**src/proc_map.vh**
```
// register map constants for the port role / orientation control block
// assumes an 8-bit register port decoded by the i2c front end outside
`ifndef PROC_MAP_VH
`define PROC_MAP_VH
`define PROC_PORT_CTRL_ADDR   8'h19
`define PROC_ROLE_CFG_ADDR    8'h1a
`define PROC_ORIENT_BIT       0
`define PROC_TEST_MODE_BIT    1
`define PROC_TOGGLE_BIT       6
`define PROC_LEVEL_HI         5
`define PROC_LEVEL_LO         4
`define PROC_CC2_HI           3
`define PROC_CC2_LO           2
`define PROC_CC1_HI           1
`define PROC_CC1_LO           0
`define PROC_LEVEL_RST        2'h2
`define PROC_TERM_RST         2'h1
`define PROC_TERM_PULLUP      2'h1
`define PROC_TERM_OPEN        2'h3
`define PROC_LEVEL_DEFAULT    2'h0
`define PROC_LEVEL_1A5        2'h1
`define PROC_LEVEL_3A0        2'h2
`endif

```
**src/proc_ctrl.v**
```verilog
// port role and plug orientation control registers with cc steering
// assumes register accesses arrive as one-cycle strobes from the i2c slave
`timescale 1ns/1ns
`include "proc_map.vh"

// Behaviour
// - test mode clear: accepted messages raise the alert path.
// - test mode set: still answer goodcrc, alert is suppressed.
// - orientation 0: vconn onto cc2, monitor cc1 for bmc.
// - orientation 1: vconn onto cc1, monitor cc2 for bmc.
// - auto discharge watches the cc pin chosen by orientation.
// - role register changes only by manager writes after defaults.
// - role register writable from cc discharge power-up state.
// - pullups reach protected pins only with pass switches closed.
// - toggle bit 6 ignores writes, reads zero.
// - current level bits 5:4: default, 1.5a, 3.0a; resets to 10.
// - termination fields: 01 pullup, 11 open; reset 01.
module proc_ctrl (
  input  wire       clk,
  input  wire       reset,
  input  wire       reg_wr,
  input  wire       reg_rd,
  input  wire [7:0] reg_addr,
  input  wire [7:0] reg_wdata,
  output reg  [7:0] reg_rdata,
  input  wire       cc_discharge_state,
  input  wire       pass_switch_closed,
  input  wire       msg_accepted,
  input  wire       vconn_enable,
  input  wire       pd_delivery_enable,
  input  wire       auto_discharge_enable,
  input  wire       cc1_disconnect,
  input  wire       cc2_disconnect,
  output reg        goodcrc_send,
  output reg        rx_alert,
  output reg        compliance_test_mode,
  output reg        plug_orientation,
  output reg        vconn_on_cc1,
  output reg        vconn_on_cc2,
  output reg        bmc_watch_cc1,
  output reg        bmc_watch_cc2,
  output reg        discharge_disconnect,
  output reg  [1:0] pullup_current_level,
  output reg        cc1_pullup_on,
  output reg        cc2_pullup_on
);

  ////////////////////////////////////////////////////////////////////////
  // loop bounds
  localparam NUM_PINS = 2;
  localparam CODE_W   = 2;

  ////////////////////////////////////////////////////////////////////////
  // register state
  reg  [1:0]                 level;
  reg  [1:0]                 cc1_termination_sel;
  reg  [1:0]                 cc2_termination_sel;

  // next values, built in the combinational blocks below
  reg                        next_compliance_test_mode;
  reg                        next_plug_orientation;
  reg  [1:0]                 next_level;
  reg  [1:0]                 next_cc1_termination_sel;
  reg  [1:0]                 next_cc2_termination_sel;
  reg  [7:0]                 next_reg_rdata;

  // per-pin views; index 0 is cc1, index 1 is cc2
  wire [CODE_W*NUM_PINS-1:0] pin_codes;
  wire [NUM_PINS-1:0]        pin_pullup_req;

  ////////////////////////////////////////////////////////////////////////
  // helpers

  // only the documented pull-up code drives; reserved codes stay open
  function term_on;
    input [1:0] code;
    begin
      term_on = (code == `PROC_TERM_PULLUP);
    end
  endfunction

  // address match, shared by the write and read paths
  function addr_is;
    input [7:0] addr;
    input [7:0] target;
    begin
      addr_is = (addr == target);
    end
  endfunction

  ////////////////////////////////////////////////////////////////////////
  // address decode
  wire       ctrl_hit = addr_is(reg_addr, `PROC_PORT_CTRL_ADDR);
  wire       role_hit = addr_is(reg_addr, `PROC_ROLE_CFG_ADDR);
  wire       ctrl_wr  = reg_wr & ctrl_hit;
  // role writes are honoured only while power-up is in cc discharge
  wire       role_wr  = reg_wr & role_hit & cc_discharge_state;

  // read images; unused bits are tied low
  wire [7:0] role_val = {2'h0, level, cc2_termination_sel,
                         cc1_termination_sel};
  wire [7:0] ctrl_val = {6'h00, compliance_test_mode, plug_orientation};

  ////////////////////////////////////////////////////////////////////////
  // port control next state
  always @* begin
    next_compliance_test_mode = compliance_test_mode;
    next_plug_orientation     = plug_orientation;
    if (ctrl_wr) begin
      next_compliance_test_mode = reg_wdata[`PROC_TEST_MODE_BIT];
      next_plug_orientation     = reg_wdata[`PROC_ORIENT_BIT];
    end
  end

  ////////////////////////////////////////////////////////////////////////
  // role next state; only a manager write moves these fields
  always @* begin
    next_level               = level;
    next_cc2_termination_sel = cc2_termination_sel;
    next_cc1_termination_sel = cc1_termination_sel;
    if (role_wr) begin
      next_level               = reg_wdata[`PROC_LEVEL_HI:`PROC_LEVEL_LO];
      next_cc2_termination_sel = reg_wdata[`PROC_CC2_HI:`PROC_CC2_LO];
      next_cc1_termination_sel = reg_wdata[`PROC_CC1_HI:`PROC_CC1_LO];
    end
  end

  ////////////////////////////////////////////////////////////////////////
  // register update
  always @(posedge clk) begin
    if (reset) begin
      compliance_test_mode <= 1'b0;
      plug_orientation     <= 1'b0;
      level                <= `PROC_LEVEL_RST;
      cc1_termination_sel  <= `PROC_TERM_RST;
      cc2_termination_sel  <= `PROC_TERM_RST;
    end else begin
      compliance_test_mode <= next_compliance_test_mode;
      plug_orientation     <= next_plug_orientation;
      level                <= next_level;
      cc1_termination_sel  <= next_cc1_termination_sel;
      cc2_termination_sel  <= next_cc2_termination_sel;
    end
  end

  ////////////////////////////////////////////////////////////////////////
  // read data, one cycle after the strobe; unmapped reads zero
  // held between reads so a slow bus front end can pick it up late
  always @* begin
    next_reg_rdata = reg_rdata;
    if (reg_rd) begin
      if (ctrl_hit)
        next_reg_rdata = ctrl_val;
      else if (role_hit)
        next_reg_rdata = role_val;
      else
        next_reg_rdata = 8'h00;
    end
  end

  always @(posedge clk) begin
    if (reset)
      reg_rdata <= 8'h00;
    else
      reg_rdata <= next_reg_rdata;
  end

  ////////////////////////////////////////////////////////////////////////
  // per-pin pull-up request; the loop keeps both pins decoded alike
  assign pin_codes = {cc2_termination_sel, cc1_termination_sel};

  genvar g;
  generate
    for (g = 0; g < NUM_PINS; g = g + 1) begin : g_pin
      // pullups sit on the low side; open switches hide them
      assign pin_pullup_req[g] = pass_switch_closed &
                                 term_on(pin_codes[g*CODE_W +: CODE_W]);
    end
  endgenerate

  ////////////////////////////////////////////////////////////////////////
  // message path
  always @(posedge clk) begin
    if (reset) begin
      goodcrc_send <= 1'b0;
      rx_alert     <= 1'b0;
    end else begin
      goodcrc_send <= msg_accepted;
      // test mode keeps received messages off the alert path
      rx_alert     <= msg_accepted & ~compliance_test_mode;
    end
  end

  ////////////////////////////////////////////////////////////////////////
  // orientation steering
  always @(posedge clk) begin
    if (reset) begin
      vconn_on_cc1  <= 1'b0;
      vconn_on_cc2  <= 1'b0;
      bmc_watch_cc1 <= 1'b0;
      bmc_watch_cc2 <= 1'b0;
    end else begin
      vconn_on_cc2  <= vconn_enable & ~plug_orientation;
      vconn_on_cc1  <= vconn_enable & plug_orientation;
      bmc_watch_cc1 <= pd_delivery_enable & ~plug_orientation;
      bmc_watch_cc2 <= pd_delivery_enable & plug_orientation;
    end
  end

  ////////////////////////////////////////////////////////////////////////
  // discharge watch
  always @(posedge clk) begin
    if (reset) begin
      discharge_disconnect <= 1'b0;
    end else begin
      // watch the pin that carries the cc line, not vconn
      discharge_disconnect <= auto_discharge_enable &
        (plug_orientation ? cc2_disconnect : cc1_disconnect);
    end
  end

  ////////////////////////////////////////////////////////////////////////
  // role outputs, one cycle behind the register
  always @(posedge clk) begin
    if (reset) begin
      pullup_current_level <= 2'h0;
      cc1_pullup_on        <= 1'b0;
      cc2_pullup_on        <= 1'b0;
    end else begin
      pullup_current_level <= level;
      cc1_pullup_on        <= pin_pullup_req[0];
      cc2_pullup_on        <= pin_pullup_req[1];
    end
  end

endmodule

```
**config.mk**
```make
export PLATFORM = sky130hd
export DESIGN_NAME = proc_ctrl
export DESIGN_NICKNAME = d
export VERILOG_FILES = /design/src/proc_ctrl.v
export VERILOG_INCLUDE_DIRS = /design/src
export SDC_FILE = /design/constraint.sdc
export NUM_CORES = 1
export LEC_CHECK = 0
export BUFFER_PORTS_ARGS = -buffer_cell sky130_fd_sc_hd__buf_2
export CORE_MARGIN = 4
export CORE_UTILIZATION = 47
export CTS_CLUSTER_DIAMETER = 60
export DETAILED_ROUTE_END_ITERATION = 6
export HOLD_SLACK_MARGIN = 0.12
export PLACE_DENSITY = 0.81
export SYNTH_ARGS = -nofsm -noshare
export SYNTH_HDL_FRONTEND = slang
export SYNTH_SLANG_ARGS = --single-unit
```
**constraint.sdc**
```tcl
create_clock -name clk -period 1.9 [get_ports clk]
set_clock_uncertainty 0.1 [all_clocks]
set_input_delay 0 -clock clk [delete_from_list [all_inputs] [get_ports clk]]
set_output_delay 0 -clock clk [all_outputs]
set_load 0.05 [all_outputs]
```
==> results by group <==
Synthesis
  – Sequential cell area fraction in the yosys report: 50.19%
  – Instance count of the mapped netlist: 94
  – Cell variety after synth: 22
  – Register bit count reported by yosys: 25
  – Adder-Cell Fraction of Synth Area: 0%
  – XOR/XNOR Fraction of Synth Area: 0%
  – Number of synthesis warnings: 0
  – Mean post-synth cell area: ~11 um^2
  – Simple-gate share of the synthesized area: a little under a third
  – Compound-Gate Fraction of Synth Area: 5.270%
  – Share of synthesized area spent on multiplexers: under 10%
  – Area of the mapped netlist: ~1000 um^2
  – Combinational family with the most area after synthesis: simple AND/OR/NAND/NOR gates

Finish
  – Area growth syn-to-layout: 60.23%
  – Layout cells sized above 1: a little under a third
  – Multi-input logic area: roughly 460 um^2
  – Area taken by flip-flops and latches: 500.5 um^2
  – Number of fill cells: 126
  – Final core utilization: roughly four fifths
  – Commonest non-fill, non-tap cell in the layout: buf_2
  – Antenna cells: 0
  – Final net count: 201
  – Most frequent cells in the layout: 44 x buf_2, 35 x dlygate4sd3_1, 25 x dfxtp_1, 14 x nand2b_1

Critical path
  – Worst setup path category: in -> reg
  – Startpoint of the most critical register-to-register path: compliance_test_mode$_SDFFE_PP0P_
  – Launching element type of the critical path: input pin
  – Critical path fanouts, max: 1
  – Crit path DAT: around 2.0 ns
  – CP Capture Type: register
  – Slack of the worst reg-to-reg path: between 0.3 and 0.4 ns
  – Critical Path RT: approximately 2.0 ns
  – Worst reg2reg path depth: 3
  – Critical R2R Capture: reg_rdata[1]$_SDFFE_PP0P_

STA
  – Number of setup violations in the final report: 0
  – Highest achievable clock rate: ~550 MHz
  – Post-route fraction of the period consumed by the critical path: 96.44%
  – Hold Vio Cnt, Final: 0
  – Number of max-slew violations in the final report: 0
  – Final min period: between 1.5 and 2 ns
  – Max transition margin: between 60 and 70%
  – Total Negative Setup Slacks: 0 ns
  – Unrepaired setup endpoints after global routing: no
  – Transition time at the pin with the least slew margin: around 0.58 ns

Flow run
  – Number of max-cap violations: 0

Outcome
  – Run status: finished, final reports clean

Drt
  – Drt pass-1 iters: 4
  – Average vias per placed instance: between 5 and 6
  – Number of nets with antenna violations after routing: 0
  – Initial DRC count: 12
  – Via count: between 1000 and 1500
  – WL per Instance: ~16 um
  – Total Routed Length: between 3000 and 4000 um
  – # DRC: 0

Clock tree
  – Clock root buffer: clkbuf_4
  – CTS tree: done
  – Sink Count: 25
  – Number of buffers between clock root and the deepest sink: 2
  – CTS clk-pin slew, worst paths: around 0.13 ns
  – Num CTS Buffers: 3
  – H-tree level count: 1
  – Insertion delay of the later-clocked pin in the worst-skew pair: about 0.31 ns

Floorplanning
  – Number of I/O pins: 49
  – DIE AREA: between 2000 and 3000 um^2
  – Floorplan die height: approximately 54 um
  – Number of placement rows: 16
  – Area inside the core boundary: between 1500 and 2000 um^2
  – Initial core utilization: 50.32%
  – Die width: about 54 um

Hold path
  – Hold WC Path Type: in -> reg
  – Startpoint of the tightest hold check path: reg_addr[0]
  – Hold-critical path depth: 4
  – Worst Hold Endpoint: reg_rdata[4]$_SDFFE_PP0P_

Global route
  – Initial antenna violation count: 0
  – Vias in the first global route: ~1000
  – Total global-route track usage: 23.20%
  – Pin count of the biggest net entering global routing: 15
  – Leftover overflow at the end of global routing: 0
  – First-pass GRT wire length: 4871 um

Power and ir drop
  – P_leak: between 0.7 and 0.8 nW
  – Peak VDD IR: 0.5400 mV
  – Power Density: between 500 and 600 nW/um^2

Placement
  – Placer Congestion: around 0.8
  – Number of I/O port buffers: 44
[critical path: stages]
cell	delay [ns]
dlygate4sd3_1	0.54
buf_2	0.12
nor2_1	0.09
dlygate4sd3_1	0.55
mux2i_1	0.07
dlygate4sd3_1	0.58
[report_power, final]
group,total (W),internal (W),switching (W)
Clock,0.000232,0.0000822,0.000149
Combinational,0.000162,0.0000757,0.0000867
Sequential,0.000536,0.000533,0.00000263
Total,0.000930,0.000691,0.000239
[per-stage QoR]
| step | cells | hold slack (ns) | worst slack (ns) | total power [W] | area, um^2 |
|---|---|---|---|---|---|
| 3_5_place_dp | 160 | 0.1508 | 0.4469 | 0.0006628 | 1221 |
| 6_report | 199 | 0.1243 | 0.06763 | 0.0009298 | 1598 |
| 3_3_place_gp | 160 | 0.1423 | 0.4617 | 0.0006598 | 1221 |
| 4_1_cts | 199 | 0.1219 | 0.1140 | 0.0009323 | 1598 |
| 5_1_grt | 199 | 0.1386 | 0.001882 | 0.0009655 | 1598 |
| 2_1_floorplan | 95 | -0.01737 | 0.6590 | 0.0006242 | 1001 |
[per-layer routing]
layer	wire, um	GRT usage, %	vias up
met5	0	0	-
li1	-	-	480
met2	1710	41.13	39
met3	141	2.493	7
met1	1237	27.75	483
met4	58	10.79	0
[worst max path at each step]
stage,from,endpoint,depth (start not counted)
2_1_floorplan,plug_orientation$_SDFFE_PP0P_,reg_rdata[0]$_SDFFE_PP0P_,2
3_3_place_gp,reg_addr[2],level[0]$_SDFFE_PP0P_,4
3_5_place_dp,reg_addr[5],level[0]$_SDFFE_PP0P_,4
4_1_cts,reg_wdata[2],cc2_termination_sel[0]$_SDFFE_PP1P_,6
5_1_grt,reg_wdata[0],plug_orientation$_SDFFE_PP0P_,6
6_report,reg_wdata[5],level[1]$_SDFFE_PP1P_,6
[logic make-up (layout without fill, tap and decap cells)]
kind of cell	after synthesis	count (layout)
buffers and inverters	7	84
multiplexers	9	9
AO/OA/AOI/OAI	8	8
AND/OR/NAND/NOR	44	44
other	1	2
flip-flops	25	25
[cells in the mapped netlist (all sizes together)]
master,instances,area (um^2)
and4,2,18.77
o32ai,2,17.52
nand2b,14,87.58
nand2,1,3.750
a21oi,4,20.02
clkbuf,4,15.01
nor3b,3,22.52
mux2i,8,80.08
nor4b,1,23.77
nand4,4,25.02
conb,1,3.750
and3b,2,17.52
nor2b,8,50.05
mux2,1,15.01
buf,3,26.27
and4bb,1,12.51
nor4bb,2,20.02
nor2,6,22.52
dfxtp,25,500.5
a22oi,2,15.01
[sequential cells by signal (all words and copies together), names as in the netlist, 2 cells and up]
register              count
level                     2
cc2_termination_sel       2
reg_rdata                 6
cc1_termination_sel       2
pullup_current_level      2
[layout make-up]
type	count	share of cell area, %
Clock buffer	4	1.644
Multi-Input combinational cell	63	28.74
Sequential cell	25	31.32
Tap cell	27	2.114
Timing Repair Buffer	80	36.18
[repair_timing]
item                                    in CTS  in global routing
hold endpoints to repair                    25                  1
endpoints found under the setup margin       0                  1
buffers inserted                             0                  0
hold buffers                                35                  1
gates resized for setup                      0                  0
No activity file was read; power rests on OpenSTA's default activity.
